===== src/pkg/boost_regs_pkg.sv =====
// Constants, field layouts and carrier types for the configuration and status register bank.
// Assumes the byte-wide register port is driven by an internal serial-bus engine on clk.
// Overview of operation
// RQ1: At top overvoltage level, latch bit 0 gives 1V hysteresis, 1 latches shutdown.
// RQ2: Mode field bits 6-5: 0 mode pin, 1 diode emulation, 2 or 3 forced PWM.
// RQ3: Fault-on-overvoltage set: fault pin low on either overvoltage or undervoltage; else undervoltage.
// RQ4: Peak-limit latch enabled: shut down when peak limit exceeded by 20 percent.
// RQ5: Bit 2 enables clock dithering; reset value 0.
// RQ6: Bit 1 set forces second phase on; clear follows the enable pin.
// RQ7: Bit 0 set overrides undervoltage lockout as above threshold; clear follows pin.
// RQ8: Warning margin bits 7-6 select 20, 35, 50 or 70 degrees; reset code 2.
// RQ9: Dead-time field codes 0-7 give 14 to 200 ns; reset code 4.
// RQ10: Role field selects single, external clock, primary or secondary; reset code 1.
// RQ11: Roles using sync input (1,4,5,6,7) disable dithering; 0,2,3 follow enable bit.
// RQ12: Roles 2 and 4 use 240 and 120 degrees; 3 and 5 use 180 and 90.
// RQ13: State register bits 3-0 report the operating state code 0 to 9.
// RQ14: State register bits 7-4 ignore writes and read zero.
// RQ15: Fault byte bits 7 to 1 flag the seven fault sources; 1 means fault.
// RQ16: Fault byte bit 0 reads 1 when die nears thermal shutdown.
// RQ17: Fault flags stay latched after the condition until cleared.
// RQ18: Any access to offset 6 clears all fault flags, whatever the data.
// RQ19: Register pointer advances by one after each acknowledged data byte.
// RQ20: No clock stretching; no acknowledge while busy or not booted.
// RQ21: Writes to state and fault registers are ignored.
package boost_regs_pkg;

  // ****************************************
  // Register map
  // ****************************************
  localparam logic [7:0] OFS_PROTECTION_MODE_SETUP = 8'h02;
  localparam logic [7:0] OFS_TIMING_ROLE_SETUP = 8'h03;
  localparam logic [7:0] OFS_RUN_PHASE_REPORT = 8'h04;
  localparam logic [7:0] OFS_FAULT_FLAGS = 8'h05;
  localparam logic [7:0] OFS_FAULT_CLEAR_STROBE = 8'h06;
  localparam logic [7:0] RST_PROTECTION_MODE_SETUP = 8'h80;
  localparam logic [7:0] RST_TIMING_ROLE_SETUP = 8'hA1;
  localparam logic [7:0] RST_POINTER = 8'h00;

  // ****************************************
  // Field positions
  // ****************************************
  localparam int BIT_OV_SHUTDOWN_LATCH = 7;
  localparam int BIT_MODE_HI = 6;
  localparam int BIT_MODE_LO = 5;
  localparam int BIT_FAULT_PIN_ON_OV = 4;
  localparam int BIT_PEAK_LIMIT_LATCH = 3;
  localparam int BIT_DITHER_EN = 2;
  localparam int BIT_SECOND_PHASE_FORCE = 1;
  localparam int BIT_LOCKOUT_OVERRIDE = 0;
  localparam int BIT_WARN_HI = 7;
  localparam int BIT_WARN_LO = 6;
  localparam int BIT_DEAD_HI = 5;
  localparam int BIT_DEAD_LO = 3;
  localparam int BIT_ROLE_HI = 2;
  localparam int BIT_ROLE_LO = 0;
  localparam logic [7:0] STATE_READ_MASK = 8'h0F;

  // Fault byte bit positions.
  localparam int FLT_COMM_LOGIC_MEMORY = 7;
  localparam int FLT_HIGH_SIDE_SUPPLY = 6;
  localparam int FLT_PEAK_LIMIT = 5;
  localparam int FLT_AVG_INPUT_LIMIT = 4;
  localparam int FLT_OUTPUT_OV = 3;
  localparam int FLT_OUTPUT_UV = 2;
  localparam int FLT_THERMAL_SHUTDOWN = 1;
  localparam int FLT_THERMAL_WARNING = 0;

  // ****************************************
  // Encodings
  // ****************************************
  localparam logic [1:0] MODE_FOLLOW_PIN = 2'h0;
  localparam logic [1:0] MODE_DIODE_EMULATION = 2'h1;
  localparam logic [2:0] ROLE_SINGLE = 3'h0;
  localparam logic [2:0] ROLE_PRIMARY_240 = 3'h2;
  localparam logic [2:0] ROLE_PRIMARY_180 = 3'h3;
  localparam logic [2:0] ROLE_PRIMARY_EXT_240 = 3'h4;
  localparam logic [2:0] ROLE_PRIMARY_EXT_180 = 3'h5;
  localparam logic [8:0] PHASE_DEG_180 = 9'h0B4;
  localparam logic [8:0] PHASE_DEG_240 = 9'h0F0;
  localparam logic [6:0] SHIFT_DEG_NONE = 7'h00;
  localparam logic [6:0] SHIFT_DEG_90 = 7'h5A;
  localparam logic [6:0] SHIFT_DEG_120 = 7'h78;

  // ****************************************
  // Carrier types
  // ****************************************
  typedef struct packed {
    logic ov_detect;
    logic ovmax_detect;
    logic uv_detect;
    logic peak_over20;
    logic avg_input_limit;
    logic high_side_supply_uv;
    logic comm_logic_memory_error;
    logic thermal_shutdown;
    logic mode_pin_forced_pulse_width;
    logic en2_pin;
    logic lockout_pin_ok;
    logic [3:0] run_phase;
    logic [7:0] temp_margin_c;
  } monitor_in_t;

  typedef struct packed {
    logic shutdown;
    logic ov_hysteresis_en;
    logic diode_emulation;
    logic forced_pulse_width;
    logic dither_en;
    logic phase2_en;
    logic lockout_ok;
    logic sync_input_en;
    logic sync_output_en;
    logic [8:0] phase2_deg;
    logic [6:0] sync_shift_deg;
    logic [7:0] dead_time_ns;
    logic [6:0] warn_margin_c;
  } power_ctrl_t;

  typedef struct packed {
    logic [7:0] protection_mode_setup;
    logic [7:0] timing_role_setup;
    logic [7:0] ptr;
    logic [7:0] rd_data;
    logic ack;
    logic nack;
    logic ov_latched;
    logic peak_latched;
    logic fault_pin_oe;
    power_ctrl_t ctrl;
  } regs_state_t;

endpackage


===== src/logic/boost_ctrl_config_status_regs.sv =====
// Configuration and status register bank of the dual-phase boost controller.
// Assumes an internal serial-bus engine presents pointer loads and data bytes as
// single-cycle strobes on clk, and that analog monitors arrive already synchronised.
`timescale 1ns/10ps
`default_nettype none
module boost_ctrl_config_status_regs (
  input wire logic clk,
  input wire logic rst,
  input wire logic ce,
  input wire logic booted,
  input wire logic busy,
  input wire logic ptr_load,
  input wire logic [7:0] ptr_value,
  input wire logic wr_strobe,
  input wire logic [7:0] wr_data,
  input wire logic rd_strobe,
  input wire boost_regs_pkg::monitor_in_t mon,
  output logic [7:0] rd_data_q,
  output logic ack_q,
  output logic nack_q,
  output logic [7:0] ptr_q,
  output logic [7:0] fault_flags_q,
  output logic fault_pin_out_q,
  output logic fault_pin_oe_q,
  output boost_regs_pkg::power_ctrl_t ctrl_q
);

  // ****************************************
  // Lookup functions
  // ****************************************
  function automatic logic [6:0] warn_margin(input logic [1:0] code);
    case (code)
      2'h0: warn_margin = 7'h14;
      2'h1: warn_margin = 7'h23;
      2'h2: warn_margin = 7'h32;
      default: warn_margin = 7'h46;
    endcase
  endfunction

  function automatic logic [7:0] dead_time(input logic [2:0] code);
    case (code)
      3'h0: dead_time = 8'h0E;
      3'h1: dead_time = 8'h1E;
      3'h2: dead_time = 8'h32;
      3'h3: dead_time = 8'h4B;
      3'h4: dead_time = 8'h64;
      3'h5: dead_time = 8'h7D;
      3'h6: dead_time = 8'h96;
      default: dead_time = 8'hC8;
    endcase
  endfunction

  function automatic logic uses_sync_input(input logic [2:0] role);
    uses_sync_input = !(role == boost_regs_pkg::ROLE_SINGLE ||
                        role == boost_regs_pkg::ROLE_PRIMARY_240 ||
                        role == boost_regs_pkg::ROLE_PRIMARY_180);
  endfunction

  function automatic logic drives_sync_output(input logic [2:0] role);
    drives_sync_output = (role >= boost_regs_pkg::ROLE_PRIMARY_240) &&
                         (role <= boost_regs_pkg::ROLE_PRIMARY_EXT_180);
  endfunction

  // ****************************************
  // State
  // ****************************************
  boost_regs_pkg::regs_state_t s_q;
  boost_regs_pkg::regs_state_t s_d;

  logic accepted;
  logic [7:0] fault_set;
  logic clear_access;
  logic warn_now;
  logic [1:0] mode_field;
  logic [2:0] role_field;
  logic [7:0] flags;

  // Both read and write strobes count as an access; the data byte is irrelevant.
  assign accepted = booted && !busy && (rd_strobe || wr_strobe); // RQ20
  assign clear_access = accepted && s_q.ptr == boost_regs_pkg::OFS_FAULT_CLEAR_STROBE; // RQ18
  assign mode_field = s_q.protection_mode_setup[boost_regs_pkg::BIT_MODE_HI:
                                                boost_regs_pkg::BIT_MODE_LO];
  assign role_field = s_q.timing_role_setup[boost_regs_pkg::BIT_ROLE_HI:
                                            boost_regs_pkg::BIT_ROLE_LO];
  assign warn_now = mon.temp_margin_c <= {1'b0, s_q.ctrl.warn_margin_c}; // RQ16

  always_comb begin
    fault_set = '0;
    fault_set[boost_regs_pkg::FLT_COMM_LOGIC_MEMORY] = mon.comm_logic_memory_error; // RQ15
    fault_set[boost_regs_pkg::FLT_HIGH_SIDE_SUPPLY] = mon.high_side_supply_uv;
    fault_set[boost_regs_pkg::FLT_PEAK_LIMIT] = mon.peak_over20;
    fault_set[boost_regs_pkg::FLT_AVG_INPUT_LIMIT] = mon.avg_input_limit;
    fault_set[boost_regs_pkg::FLT_OUTPUT_OV] = mon.ov_detect || mon.ovmax_detect;
    fault_set[boost_regs_pkg::FLT_OUTPUT_UV] = mon.uv_detect;
    fault_set[boost_regs_pkg::FLT_THERMAL_SHUTDOWN] = mon.thermal_shutdown;
    fault_set[boost_regs_pkg::FLT_THERMAL_WARNING] = warn_now; // RQ16
  end

  fault_latch_bank #(
    .WIDTH(8)
  ) u_fault_latch (
    .clk(clk),
    .rst(rst),
    .ce(ce),
    .set(fault_set),
    .clear(clear_access),
    .flags_q(flags)
  );

  // ****************************************
  // Next-state logic
  // ****************************************
  always_comb begin
    s_d = s_q;
    s_d.ack = 1'b0;
    s_d.nack = 1'b0;
    // Refusal is an immediate nack rather than a wait, since the bus is never stretched.
    if (rd_strobe || wr_strobe) begin
      s_d.ack = accepted; // RQ20
      s_d.nack = !accepted;
    end
    if (ptr_load) begin
      s_d.ptr = ptr_value;
    end else if (accepted) begin
      s_d.ptr = s_q.ptr + 8'h01; // RQ19
    end
    if (accepted && wr_strobe) begin
      case (s_q.ptr)
        boost_regs_pkg::OFS_PROTECTION_MODE_SETUP: begin
          s_d.protection_mode_setup = wr_data;
        end
        boost_regs_pkg::OFS_TIMING_ROLE_SETUP: begin
          s_d.timing_role_setup = wr_data;
        end
        default: begin
          s_d.ptr = s_d.ptr; // RQ21
        end
      endcase
    end
    if (accepted && rd_strobe) begin
      case (s_q.ptr)
        boost_regs_pkg::OFS_PROTECTION_MODE_SETUP: s_d.rd_data = s_q.protection_mode_setup;
        boost_regs_pkg::OFS_TIMING_ROLE_SETUP: s_d.rd_data = s_q.timing_role_setup;
        boost_regs_pkg::OFS_RUN_PHASE_REPORT: begin
          s_d.rd_data = {4'h0, mon.run_phase} & boost_regs_pkg::STATE_READ_MASK; // RQ13 RQ14
        end
        boost_regs_pkg::OFS_FAULT_FLAGS: s_d.rd_data = flags;
        default: s_d.rd_data = 8'h00;
      endcase
    end

    // Protection latches hold until reset; a later clear of the flags does not restart.
    if (mon.ovmax_detect &&
        s_q.protection_mode_setup[boost_regs_pkg::BIT_OV_SHUTDOWN_LATCH]) begin
      s_d.ov_latched = 1'b1; // RQ1
    end
    if (mon.peak_over20 &&
        s_q.protection_mode_setup[boost_regs_pkg::BIT_PEAK_LIMIT_LATCH]) begin
      s_d.peak_latched = 1'b1; // RQ4
    end
    s_d.ctrl.shutdown = s_d.ov_latched || s_d.peak_latched;
    s_d.ctrl.ov_hysteresis_en =
      !s_q.protection_mode_setup[boost_regs_pkg::BIT_OV_SHUTDOWN_LATCH]; // RQ1

    if (s_q.protection_mode_setup[boost_regs_pkg::BIT_FAULT_PIN_ON_OV]) begin
      s_d.fault_pin_oe = mon.ov_detect || mon.ovmax_detect || mon.uv_detect; // RQ3
    end else begin
      s_d.fault_pin_oe = mon.uv_detect; // RQ3
    end

    case (mode_field)
      boost_regs_pkg::MODE_FOLLOW_PIN: begin
        s_d.ctrl.forced_pulse_width = mon.mode_pin_forced_pulse_width; // RQ2
      end
      boost_regs_pkg::MODE_DIODE_EMULATION: begin
        s_d.ctrl.forced_pulse_width = 1'b0;
      end
      default: begin
        s_d.ctrl.forced_pulse_width = 1'b1;
      end
    endcase
    s_d.ctrl.diode_emulation = !s_d.ctrl.forced_pulse_width;

    s_d.ctrl.dither_en = s_q.protection_mode_setup[boost_regs_pkg::BIT_DITHER_EN] &&
                         !uses_sync_input(role_field); // RQ5 RQ11
    s_d.ctrl.phase2_en = s_q.protection_mode_setup[boost_regs_pkg::BIT_SECOND_PHASE_FORCE] ||
                         mon.en2_pin; // RQ6
    s_d.ctrl.lockout_ok = s_q.protection_mode_setup[boost_regs_pkg::BIT_LOCKOUT_OVERRIDE] ||
                          mon.lockout_pin_ok; // RQ7
    s_d.ctrl.warn_margin_c = warn_margin(
      s_q.timing_role_setup[boost_regs_pkg::BIT_WARN_HI:boost_regs_pkg::BIT_WARN_LO]); // RQ8
    s_d.ctrl.dead_time_ns = dead_time(
      s_q.timing_role_setup[boost_regs_pkg::BIT_DEAD_HI:boost_regs_pkg::BIT_DEAD_LO]); // RQ9

    s_d.ctrl.sync_input_en = uses_sync_input(role_field); // RQ10
    s_d.ctrl.sync_output_en = drives_sync_output(role_field);
    case (role_field)
      boost_regs_pkg::ROLE_PRIMARY_240, boost_regs_pkg::ROLE_PRIMARY_EXT_240: begin
        s_d.ctrl.phase2_deg = boost_regs_pkg::PHASE_DEG_240; // RQ12
        s_d.ctrl.sync_shift_deg = boost_regs_pkg::SHIFT_DEG_120;
      end
      boost_regs_pkg::ROLE_PRIMARY_180, boost_regs_pkg::ROLE_PRIMARY_EXT_180: begin
        s_d.ctrl.phase2_deg = boost_regs_pkg::PHASE_DEG_180; // RQ12
        s_d.ctrl.sync_shift_deg = boost_regs_pkg::SHIFT_DEG_90;
      end
      default: begin
        s_d.ctrl.phase2_deg = boost_regs_pkg::PHASE_DEG_180;
        s_d.ctrl.sync_shift_deg = boost_regs_pkg::SHIFT_DEG_NONE;
      end
    endcase
  end

  // ****************************************
  // State register
  // ****************************************
  always_ff @(posedge clk) begin
    if (rst) begin
      s_q <= '0;
      s_q.protection_mode_setup <= boost_regs_pkg::RST_PROTECTION_MODE_SETUP;
      s_q.timing_role_setup <= boost_regs_pkg::RST_TIMING_ROLE_SETUP;
      s_q.ptr <= boost_regs_pkg::RST_POINTER;
      s_q.ctrl.phase2_deg <= boost_regs_pkg::PHASE_DEG_180;
      s_q.ctrl.sync_input_en <= 1'b1;
      s_q.ctrl.dead_time_ns <= 8'h64;
      s_q.ctrl.warn_margin_c <= 7'h32;
      s_q.ctrl.diode_emulation <= 1'b1;
    end else if (ce) begin
      s_q <= s_d;
    end
  end

  assign rd_data_q = s_q.rd_data;
  assign ack_q = s_q.ack;
  assign nack_q = s_q.nack;
  assign ptr_q = s_q.ptr;
  assign fault_flags_q = flags;
  assign fault_pin_out_q = 1'b0;
  assign fault_pin_oe_q = s_q.fault_pin_oe;
  assign ctrl_q = s_q.ctrl;
endmodule
`default_nettype wire


===== src/logic/fault_latch_bank.sv =====
// Sticky fault flag bank for the fault byte.
// Assumes set inputs and the clear strobe are synchronous to clk.
`timescale 1ns/10ps
`default_nettype none
module fault_latch_bank #(
  parameter int WIDTH = 8
) (
  input wire logic clk,
  input wire logic rst,
  input wire logic ce,
  input wire logic [WIDTH-1:0] set,
  input wire logic clear,
  output logic [WIDTH-1:0] flags_q
);

  typedef struct packed {
    logic [WIDTH-1:0] flags;
  } latch_state_t;

  latch_state_t s_q;
  latch_state_t s_d;

  // A flag raised in the clearing cycle survives, so no event is lost.
  always_comb begin
    s_d = s_q;
    if (clear) begin
      s_d.flags = '0; // RQ18
    end
    s_d.flags = s_d.flags | set; // RQ17
  end

  always_ff @(posedge clk) begin
    if (rst) begin
      s_q <= '0;
    end else if (ce) begin
      s_q <= s_d;
    end
  end

  assign flags_q = s_q.flags;

endmodule
`default_nettype wire


===== config.mk =====
export PLATFORM = sky130hd
export DESIGN_NAME = boost_ctrl_config_status_regs
export DESIGN_NICKNAME = d
export VERILOG_FILES = /design/src/pkg/boost_regs_pkg.sv /design/src/logic/boost_ctrl_config_status_regs.sv /design/src/logic/fault_latch_bank.sv
export SDC_FILE = /design/constraint.sdc
export NUM_CORES = 1
export LEC_CHECK = 0
export BUFFER_PORTS_ARGS = -buffer_cell sky130_fd_sc_hd__buf_2
export CELL_PAD_IN_SITES_DETAIL_PLACEMENT = 1
export CELL_PAD_IN_SITES_GLOBAL_PLACEMENT = 2
export CORE_AREA = 4 4 112 114
export CTS_BUF_LIST = sky130_fd_sc_hd__clkbuf_8
export CTS_CLUSTER_DIAMETER = 50
export CTS_CLUSTER_SIZE = 30
export DETAILED_ROUTE_END_ITERATION = 12
export DIE_AREA = 0 0 116 118
export HOLD_SLACK_MARGIN = 0.1
export PLACE_DENSITY = 0.89
export REMOVE_ABC_BUFFERS = 1
export SLEW_MARGIN = 5
export SYNTH_ARGS = -nofsm -noshare
export SYNTH_HDL_FRONTEND = slang
export SYNTH_SLANG_ARGS = --single-unit

===== constraint.sdc =====
create_clock -name clk -period 4.75 [get_ports clk]
set_input_delay 0.95 -clock clk [delete_from_list [all_inputs] [get_ports clk]]
set_output_delay 0.95 -clock clk [all_outputs]
set_load 0.005 [all_outputs]

# Word-level counts from Yosys, hierarchy flattened
# Index checks and enable logic that the tools add are counted.
[totals]
out_inout_bits = 68
word_cells = 89
input_bits = 47
ff_bits = 85
[op_classes]
magnitude_cmp = 3
eq_ne = 18
muxes = 12
bitwise_logic = 1
reduce_logical = 31
addsub = 1
[ops]
columns = ["cell", "n"]
rows = [
  ["$pmux W8 S7", 1],
  ["$pmux W8 S4", 1],
  ["$pmux W14 S2", 1],
  ["$eq A8 B3 Y1 const B", 3],
  ["$mux W8", 3],
  ["$pmux W7 S3", 1],
  ["$eq A8 B2 Y1 const B", 2],
  ["$eq A3 B3 Y1 const B", 5],
  ["$eq A3 B2 Y1 const B", 4],
  ["$logic_and A1 B1 Y1", 9],
  ["$add A8 B1 Y8 const B", 1],
  ["$le A8 B7 Y1", 1],
  ["$logic_or A1 B1 Y1", 8],
  ["$or A8 B8 Y8", 1],
  ["$logic_not A3 Y1", 2],
  ["$reduce_and A3 Y1", 2],
  ["$logic_not A1 Y1", 5],
  ["$eq A2 B1 Y1 const B", 2],
  ["$logic_not A2 Y1", 2],
  ["$reduce_or A2 Y1", 2],
  ["$eq A3 B1 Y1 const B", 1],
  ["$ge A3 B2 Y1 const B", 1],
  ["$le A3 B3 Y1 const B", 1],
  ["$mux W1", 3],
  ["other kinds (4)", 4],
]

# Logic depth before layout (Yosys ltp)
# Gate-level depths: netlist (run 1).
[depth]
depth_word = 6
ltp_mapped = 8
ltp_nobuf = 6

# Cells and area by module
# A second synthesis (run 1) with hierarchy kept.
[unflattened]
cells_unflattened = 453
area_unflattened_um2 = 3953.8
[modules_own_cells]
columns = ["mod", "instances", "seq_area_each_um2", "area_each_um2", "cells_each"]
rows = [
  ["boost_ctrl_config_status_regs", 1, 1281.2, 3578.4, 417],
  ["fault_latch_bank", 1, 160.2, 375.4, 36],
]

# Least setup slack after synthesis (run 1)
# No wires, ideal clock.
[synth_timing]
path_type = "in2reg"
start = "input port ce"
end = "register s_q[76] (netlist bit)"
slack_ns = 2.396
arrival_ns = 2.225
required_ns = 4.621
n_path_buf = 2
cell_stages = 6
path_cell_list = "clkbuf_1 -> nand3b_1 -> or4_1 -> buf_4 -> mux2i_1 -> nand2_1"
[synth_via]
elab_chain_cells = 1
[synth_lines]
columns = ["element", "line", "source"]
rows = [
  ["from (decl)", "boost_ctrl_config_status_regs.sv:9", "input wire logic ce,"],
  ["$reduce_and A3 Y1 (no source line)", "--", ""],
  ["to (decl)", "boost_ctrl_config_status_regs.sv:67", "boost_regs_pkg::regs_state_t s_q;"],
]
# Every way passes these cells.
# A chain may end at the register's enable or synchronous reset.

# Worst setup path in the final report (run 1)
[layout_timing]
start = "input port ce"
end = "register s_q, in the netlist rd_data_q[6]"
[layout_via]
elab_chain_cells = 1
[layout_lines]
columns = ["element"]
rows = [
  ["$reduce_and A2 Y1 (no source line)"],
]
# Every way passes these cells.

==> metrics.cfg, run 1 <==
[sta]
period_needed_ns=2.508
setup_ws_ns=2.242
hold_violations=0
holdWs_ns=0.4615
finClkSkew_ns=0.01098
setup_viol=0
fmax_ghz=0.3988
rsz0062_at_grt=no
worst_slew_pin_slew_ns=0.9242
tns_ns=0
slew_headroom=0.3830
drv_slew=0
period_share=0.5279

[synth]
ys_ff_latch=72
synth-adder-area-share=0.05032
synthArstFlopShare=0
synth_top_family_by_area=compound AO/OA/AOI/OAI gates
synth_top_area_cell=dfxtp_1
synth_most_common_cell=dfxtp_1
syn_area_mm2=0.003730
synth_top_area_frac=0.3864
synth_edf_count=0
syn_avg_cell_area_um2=8.755
synth_cells=426
seq_area_frac_synth=0.3864
synth_xor_area_frac=0.004696
synth_cell_type_count=49
ys.flop_type=dfxtp_1
synth_area_leaders=dfxtp_1 (39%), buf_4 (12%), mux2i_1 (5.4%), ha_1 (5.0%), nor2_1 (4.0%)
yosysWarnings=0
synth.area.mux_share=0.05367
synth_commonest_cells=dfxtp_1 (72), buf_4 (58), nor2_1 (40)
synth_compound_area_frac=0.2003
synthSimpleGateAreaFrac=0.1416

[cells_and_area]
n_fill_cell=1366
n_antenna_cell=0
layout.nets=531
area_growth_pct=11.00
drive_gt1_frac=0.2679
fin_area_mm2=0.004140
fin_cells=617
layout.area.seq_mm2=0.001441
multi_input_area_mm2=0.001722

[floorplan]
core_area_mm2=0.01142
rows=39
die-area_mm2=0.01369
ios=115
dieHeight_um=118
die_x_um=116
start_util=0.3266

[grt]
grt_usage=0.1568
antenna_found_initial=0
grt_pass1_vias=3289
grt_overflow_total=0
grt_pass1_wl_mm=16.98
grt_start_max_net_pins=54

[power]
leakage_nw=1.888
ir_drop_uv=122.2
p_per_area_mw_per_mm2=303.4

[flow_run]
maxCapViolations=0

[clock_tree]
cts_setup_buffers=0
cts.sinks=72
numCtsBuffers=9
clockBufferDepth=2
postCtsResizedCells=0
cts_tree=done
clk_latency_ns=0.35
root_buffer=clkbuf_8
hold_buffers=0
clk_pin_slew_worst_paths_ns=0.08
ctsHtreeMaxLevel=3

[drt]
first_iter_violations=99
dr.pass1.iters=4
vias_per_cell=5.123
wl_per_cell_um=17.42
num_vias=3161
wirelength_mm=10.75
drc=0
ant_nets=0

[place]
detailed_place.area_mm2=0.003948
post-place-ws_ns=1.863
dp.cells=601
routabilityCongestion=0.8796
post-dp-hpwl_mm=8.192
io_buffer_count=103

[setup_path]
start_kind=primary input
reg2reg_slack_ns=2.33
crit_path_end_kind=flop
crit_path_max_fanout=53
critPathKind=primary input to flop
worstPathRequired_ns=5.04
cp.arrival_ns=2.80

[run_status]
outcome=completed

[worst_hold_path]
hold_path_class=flop to flop

[through the flow]
| stage | total power, W | util |
|---|---|---|
| 3_3_place_gp | 0.0007986 | 0.3457 |
| 5_1_grt | 0.001313 | 0.3626 |
| 4_1_cts | 0.001269 | 0.3626 |
| 2_1_floorplan | 0.0007184 | - |
| 3_5_place_dp | 0.0008041 | 0.3457 |
| 6_report | 0.001256 | 0.3626 |
[worst max-delay path: stages]
cell and delay [ns]:
buf_2 0.10, buf_4 0.28, inv_1 0.50, nor2_1 0.15
a21oi_1 0.55, a22o_1 0.25
[layout by cell type (no fill, tap or decap), types with 2 or more instances in the layout]
cell        synthesis  final
buf_4              58      2
inv_1              19     19
nor3_1              5      5
o31ai_1             3      3
mux2i_1            20     20
nand3b_1            4      4
ha_1               15     15
a221oi_1            7      7
a22o_1             14     14
o21ai_0            14     14
clkbuf_8            0     12
a211oi_1            8      8
dfxtp_1            72     72
o21a_1              4      4
a22oi_1             9      9
and3_1              2      2
and4b_1             2      2
nand3_1            13     13
nand2b_1            6      6
a311oi_1            7      7
nor2_1             40     40
o211ai_1            5      5
nand2_1            25     25
a31oi_1             3      3
or3_1               2      2
a21oi_1            19     19
conb_1              2     11
clkinvlp_4          0      3
buf_2               0    103
xor2_1              2      2
a31o_2              3      3
[state kept, by name, indices dropped and copies added, names as in the netlist]
register	count
ack_q	1
ctrl_q	27
fault_pin_oe_q	1
mode_field	2
nack_q	1
ptr_q	8
rd_data_q	8
role_field	3
s_q	13
u_fault_latch.flags_q	8
[worst paths after layout]
path / start / to / cells past startpoint
worst max-delay path: ce / rd_data_q[6] / 6
worst min-delay path: ctrl_q[37] / ctrl_q[37] / 2
worst max register to register: ptr_q[0] / s_q[68] / 5
worst min register to register: ctrl_q[37] / ctrl_q[37] / 2
[power by group]
part	switching, W	internal [W]	total, W
Combinational	0.0000838	0.0000608	0.000145
Sequential	0.0000212	0.000623	0.000644
Clock	0.000236	0.000232	0.000468
[metal layers]
layer	track usage	vias to the layer above	part of all wire
li1	-	1524	-
met1	0.1992	1540	0.44
met2	0.2655	83	0.50
met3	0.02982	14	0.051
met4	0.04786	0	0.015
met5	0	-	0
[kinds of logic after synthesis]
logic type | Yosys count
muxes | 20
adders and majority gates | 15
AOI/OAI and AO/OA | 105
buffers and inverters | 102
xor gates and xnor gates | 2
and+or+nand+nor | 108
other | 2
DFF | 72
[final cells by class]
class                           instances  area share
Clock buffer                           12     0.03989
Clock inverter                          4    0.006649
Inverter                               20     0.01813
Multi-Input combinational cell        261      0.4158
Sequential cell                        72      0.3481
Tap cell                              143     0.04322
Timing Repair Buffer                  105      0.1281
(Power assumes the default switching activity.)
==> run 2, diff against run 1 <==
--- a/config.mk
+++ b/config.mk
@@ -8,14 +8,14 @@
 export BUFFER_PORTS_ARGS = -buffer_cell sky130_fd_sc_hd__buf_2
 export CELL_PAD_IN_SITES_DETAIL_PLACEMENT = 1
 export CELL_PAD_IN_SITES_GLOBAL_PLACEMENT = 2
-export CORE_AREA = 4 4 112 114
+export CORE_AREA = 4 4 115 117
 export CTS_BUF_LIST = sky130_fd_sc_hd__clkbuf_8
 export CTS_CLUSTER_DIAMETER = 50
 export CTS_CLUSTER_SIZE = 30
 export DETAILED_ROUTE_END_ITERATION = 12
-export DIE_AREA = 0 0 116 118
+export DIE_AREA = 0 0 119 121
 export HOLD_SLACK_MARGIN = 0.1
-export PLACE_DENSITY = 0.89
+export PLACE_DENSITY = 0.85
 export REMOVE_ABC_BUFFERS = 1
 export SLEW_MARGIN = 5
 export SYNTH_ARGS = -nofsm -noshare
==> constraint.sdc (replaced) <==
create_clock -name clk -period 2.55 [get_ports clk]
set_input_delay 0.51 -clock clk [delete_from_list [all_inputs] [get_ports clk]]
set_output_delay 0.51 -clock clk [all_outputs]
set_load 0.005 [all_outputs]
==> metrics.cfg, run 2 (same netlist as run 1, synthesis figures left out) <==
[clock_tree]
hold_buffers=0  ; unchanged
cts.sinks=72  ; unchanged
clk_pin_slew_worst_paths_ns=0.08  ; about the same
cts_setup_buffers=0  ; unchanged
cts_tree=done
postCtsResizedCells=0  ; unchanged
clk_latency_ns=0.34  ; about the same
clockBufferDepth=2  ; unchanged
numCtsBuffers=9  ; unchanged
ctsHtreeMaxLevel=3  ; unchanged
root_buffer=clkbuf_8

[setup_path]
reg2reg_slack_ns=0.30  ; -2.03 ns
worstPathRequired_ns=2.78  ; -2.26 ns
critPathKind=flop to flop
crit_path_end_kind=flop
reg2reg_depth=6  ; +1
cp.arrival_ns=2.47  ; -0.33 ns
start_kind=flop
rr_startpoint=ptr_q[0]
crit_path_max_fanout=11  ; -79%
r2r_end=s_q[70]

[floorplan]
die-area_mm2=0.01440  ; +5.2%
rows=41  ; +5.1%
die_x_um=119  ; +2.6%
ios=115  ; unchanged
dieHeight_um=121  ; +2.5%
core_area_mm2=0.01236  ; +8.3%
start_util=0.3017  ; -0.02496

[worst_hold_path]
hold_start=mon[17]
whs_path_depth=2  ; unchanged
hold_path_class=primary input to flop
min_to=u_fault_latch.flags_q[6]

[place]
io_buffer_count=103  ; unchanged
post-dp-hpwl_mm=8.311  ; +1.4%
routabilityCongestion=0.8035  ; -8.7%

[cells_and_area]
n_antenna_cell=0  ; unchanged
final_common_cell=buf_2
drive_gt1_frac=0.2725  ; +0.004604
largest_register_ffs=27  ; unchanged
area_growth_pct=13.49
layout.nets=535  ; +0.75%
final_cell_mix=buf_2 (103), dfxtp_1 (72), nor2_1 (40)

[drt]
met1_length_mm=4.823  ; +2.7%
ant_nets=0  ; unchanged
routed.top_layer=met4
first_iter_violations=130  ; +31%
dr.pass1.iters=4  ; unchanged
wirelength_mm=10.84  ; +0.84%
wl_met3_um=575  ; +5.1%
vias_per_cell=4.854  ; -5.3%
wl_per_cell_um=16.70  ; -4.1%
num_vias=3150  ; -0.35%
drc=0  ; unchanged
wl_met2_mm=5.252  ; -1.7%

[grt]
grt_usage=0.1521  ; -0.004636
grt_overflow_total=0  ; unchanged
grt_pass1_wl_mm=17.46  ; +2.8%
antenna_found_initial=0  ; unchanged
grt_start_max_net_pins=38  ; -30%
grt_pass1_vias=3305  ; +0.49%

[flow_run]
maxCapViolations=0  ; unchanged

[sta]
fmax_ghz=0.4450
setup_viol=0  ; unchanged
period_needed_ns=2.247
drv_slew=0  ; unchanged
holdWs_ns=0.3980  ; -0.06351 ns
hold_violations=0  ; unchanged
slew_headroom=0.4088  ; +0.02577
tns_ns=0  ; unchanged
period_share=0.8812
finClkSkew_ns=0.01010  ; -0.0008776 ns
rsz0062_at_grt=no
worst_slew_pin_slew_ns=0.8856  ; -0.03860 ns

[power]
p_per_area_mw_per_mm2=585.4  ; +93%
leakage_nw=1.925  ; +2.0%
ir_drop_uv=226.9  ; +86%

[run_status]
outcome=completed

==> run 2: worst max-delay path by stage <==
stage	to	from
2_1_floorplan	s_q[76]	ptr_q[3]
3_3_place_gp	ptr_q[0]	ptr_load
3_5_place_dp	s_q[70]	ptr_q[0]
4_1_cts	s_q[70]	ptr_q[0]
5_1_grt	s_q[70]	ptr_q[0]
6_report	s_q[70]	ptr_q[0]
==> run 2: final cells by class <==
type	count	area (µm²)
flip-flops and latches	72	1441
clock inverters	5	81.33
fillers	1471	8130
well taps	172	215.2
multi-input cells	261	1722
inverters	20	75.07
clock buffers	10	137.6
repair buffers	109	560.5
==> run 2: where the power goes <==
part | total [W] | switching [W] | internal, W | leakage (nW)
Sequential | 0.00120 | 0.0000365 | 0.00116 | 0.588
Combinational | 0.000275 | 0.000158 | 0.000117 | 1.23
Clock | 0.00101 | 0.000435 | 0.000572 | 0.108
==> run 2: stage by stage <==
stage / cell area (µm²) / total power, W / worst slack [ns] / instances / util
3_5_place_dp: 4014 / 0.001500 / 0.3677 / 634 / 0.3247
3_3_place_gp: 4014 / 0.001490 / 0.4064 / 634 / 0.3247
2_1_floorplan: 3238 / 0.001338 / 0.5630 / 353 / -
6_report: 4233 / 0.002478 / 0.3029 / 649 / 0.3424
5_1_grt: 4233 / 0.002603 / 0.2253 / 649 / 0.3424
4_1_cts: 4233 / 0.002506 / 0.3257 / 649 / 0.3424
==> run 2: critical path, cell delays in order (launching register included) <==
cell and delay [ns]:
dfxtp_1 0.40, inv_1 0.11, ha_1 0.44, nand3b_1 0.14, or4_1 0.71, mux2i_1 0.27
nor2_1 0.06
==> run 2: routing by layer <==
layer	up-vias	global-route usage
li1	1528	-
met1	1519	0.1907
met2	89	0.2572
met3	14	0.03683
met4	0	0.04924
met5	-	0
==> run 3, diff against run 2 <==
--- a/config.mk
+++ b/config.mk
@@ -8,16 +8,17 @@
 export BUFFER_PORTS_ARGS = -buffer_cell sky130_fd_sc_hd__buf_2
 export CELL_PAD_IN_SITES_DETAIL_PLACEMENT = 1
 export CELL_PAD_IN_SITES_GLOBAL_PLACEMENT = 2
-export CORE_AREA = 4 4 115 117
+export CORE_AREA = 4 4 113 115
 export CTS_BUF_LIST = sky130_fd_sc_hd__clkbuf_8
 export CTS_CLUSTER_DIAMETER = 50
 export CTS_CLUSTER_SIZE = 30
 export DETAILED_ROUTE_END_ITERATION = 12
-export DIE_AREA = 0 0 119 121
+export DIE_AREA = 0 0 117 119
 export HOLD_SLACK_MARGIN = 0.1
-export PLACE_DENSITY = 0.85
+export PLACE_DENSITY = 0.91
 export REMOVE_ABC_BUFFERS = 1
 export SLEW_MARGIN = 5
 export SYNTH_ARGS = -nofsm -noshare
 export SYNTH_HDL_FRONTEND = slang
+export SYNTH_HIERARCHICAL = 1
 export SYNTH_SLANG_ARGS = --single-unit
==> constraint.sdc (replaced) <==
create_clock -name clk -period 2.6 [get_ports clk]
set_input_delay 0.52 -clock clk [delete_from_list [all_inputs] [get_ports clk]]
set_output_delay 0.52 -clock clk [all_outputs]
set_load 0.005 [all_outputs]
==> metrics.cfg, run 3 <==
[grt]
grt_pass1_wl_mm=17.61  ; +0.83%
grt_start_max_net_pins=47  ; +24%
grt_usage=0.1618  ; +0.009694
grt_overflow_total=0  ; unchanged
antenna_found_initial=1  ; +1
grt_pass1_vias=3434  ; +3.9%

[drt]
drc=0  ; unchanged
ant_nets=0  ; unchanged
wirelength_mm=11.24  ; +3.7%
first_iter_violations=130  ; unchanged
vias_per_cell=5.080  ; +4.7%
num_vias=3307  ; +5.0%
wl_per_cell_um=17.26  ; +3.4%
dr.pass1.iters=4  ; unchanged

[power]
leakage_nw=1.981  ; +2.9%
ir_drop_uv=218.7  ; -3.6%
p_per_area_mw_per_mm2=550.8  ; -5.9%

[clock_tree]
clockBufferDepth=2  ; unchanged
cts_setup_buffers=0  ; unchanged
cts.sinks=72  ; unchanged
ctsHtreeMaxLevel=3  ; unchanged
hold_buffers=0  ; unchanged
cts_tree=done
numCtsBuffers=9  ; unchanged
postCtsResizedCells=0  ; unchanged
root_buffer=clkbuf_8
clk_latency_ns=0.36  ; +0.02 ns
clk_pin_slew_worst_paths_ns=0.08  ; about the same

[synth]
ys.flop_type=dfxtp_1
syn_area_mm2=0.003954  ; +6.0%
ys_ff_latch=72  ; unchanged
seq_area_frac_synth=0.3646  ; -0.02189
synth_most_common_cell=dfxtp_1
synth_area_leaders=dfxtp_1 (36%), buf_4 (12%), mux2i_1 (4.8%), ha_1 (4.7%), nand2_1 (4.7%)
synth_top_area_frac=0.3646  ; -0.02189
syn_avg_cell_area_um2=8.728  ; -0.31%
synthArstFlopShare=0  ; unchanged
synth_cells=453  ; +6.3%
yosysWarnings=6  ; +6
synth_top_area_cell=dfxtp_1
synth_cell_type_count=61  ; +24%
synth_edf_count=0  ; unchanged
synth_commonest_cells=dfxtp_1 (72), buf_4 (62), nand2_1 (49)

[floorplan]
ios=115  ; unchanged
die-area_mm2=0.01392  ; -3.3%
die_x_um=117  ; -1.7%
start_util=0.3347  ; +0.03306
dieHeight_um=119  ; -1.7%
core_area_mm2=0.01181  ; -4.5%
rows=40  ; -2.4%

[sta]
holdWs_ns=0.4229  ; +0.02494 ns
period_share=0.7865
rsz0062_at_grt=no
finClkSkew_ns=0.01038  ; +0.0002811 ns
setup_viol=0  ; unchanged
hold_violations=0  ; unchanged
period_needed_ns=2.045
fmax_ghz=0.4890
drv_slew=0  ; unchanged
worst_slew_pin_slew_ns=0.8934  ; +0.007886 ns
slew_headroom=0.4036  ; -0.005265
tns_ns=0  ; unchanged

[setup_path]
r2r_end=rd_data_q[7]
path_delay_family=flip-flops
critPathMaxStageDelay_ns=0.91  ; +0.20 ns
rr_startpoint=ptr_q[0]
cp-startpoint=ptr_q[2]
reg2reg_depth=6  ; unchanged
crit_path_cell_trace=buf_2
reg2reg_slack_ns=0.72  ; +0.42 ns
start_kind=flop
crit_cells=1  ; -5
worstPathRequired_ns=2.08  ; -0.70 ns
critPathKind=flop to primary output
crit_path_end_kind=primary output
crit_buf_inv=1  ; unchanged
endpoint=ptr_q[2]
cp.arrival_ns=1.52  ; -0.95 ns
crit_path_max_fanout=27  ; +16
worst_path_max_delay_cell=dfxtp_1

[run_status]
outcome=completed

[cells_and_area]
drive_gt1_frac=0.2863  ; +0.01375
area_growth_pct=9.430
layout.nets=560  ; +4.7%
final_cell_mix=buf_2 (103), dfxtp_1 (72), nand2_1 (49)
final_common_cell=buf_2
fin_cells=651  ; +0.31%
largest_register_ffs=27  ; unchanged

[place]
io_buffer_count=103  ; unchanged
post-dp-hpwl_mm=8.367  ; +0.67%
routabilityCongestion=0.8653  ; +7.7%
dp.cells=634  ; unchanged

[flow_run]
maxCapViolations=0  ; unchanged

[worst_hold_path]
hold_path_class=primary input to flop

-- run 3: stage by stage --
step,worst slack [ns],instance area (µm²),util,total power (W)
finish,0.5552,4327,0.3663,0.002383
global route,0.4232,4327,0.3663,0.002516
CTS,0.5606,4324,0.3661,0.002417
detailed placement,0.6890,4125,0.3493,0.001497
global placement,0.7484,4125,0.3493,0.001482
floorplan,0.9740,3381,-,0.001334
-- run 3: worst min path at each step --
stage / start / end / slack, ns / cells after the start
finish: mon[17] / u_fault_latch/flags_q[6] / 0.42 / 3
floorplan: s_q[42] / s_q[42] / 0.44 / 2
global route: mon[17] / u_fault_latch/flags_q[6] / 0.40 / 3
CTS: mon[17] / u_fault_latch/flags_q[6] / 0.40 / 3
global placement: ctrl_q[36] / ctrl_q[36] / 0.44 / 1
detailed placement: ctrl_q[37] / ctrl_q[37] / 0.45 / 2
-- run 3: kinds of logic after synthesis --
kind of cell,synth area share
AOI/OAI and AO/OA,0.1978
xor gates and xnor gates,0.004431
adders and majority gates,0.04747
buffers and inverters,0.1725
DFF,0.3646
muxes,0.04810
other,0.001899
and+or+nand+nor,0.1633
-- run 3: cell type report --
class,count,area (µm²)
Fill cell,1450,7485
Multi-Input combinational cell,286,1864
Sequential cell,72,1441
Timing Repair Buffer,109,560.5
Tap cell,147,183.9
Clock buffer,11,151.4
Inverter,20,75.07
Clock inverter,5,47.55
Antenna cell,1,2.502
-- run 3: metal layers --
layer  share of wire  GRT usage  up-vias  wire length (µm)
met5               0          0        -                 0
met4           0.020    0.06093        0               224
met3           0.058    0.03913       14               656
met2            0.49     0.2649       86              5482
met1            0.43     0.2036     1610              4875
li1                -          -     1597                 -
-- run 3: power by group --
part           switching, W  internal [W]
Clock              0.000429      0.000486
Sequential        0.0000368       0.00114
Combinational      0.000169      0.000125
Total              0.000634       0.00175
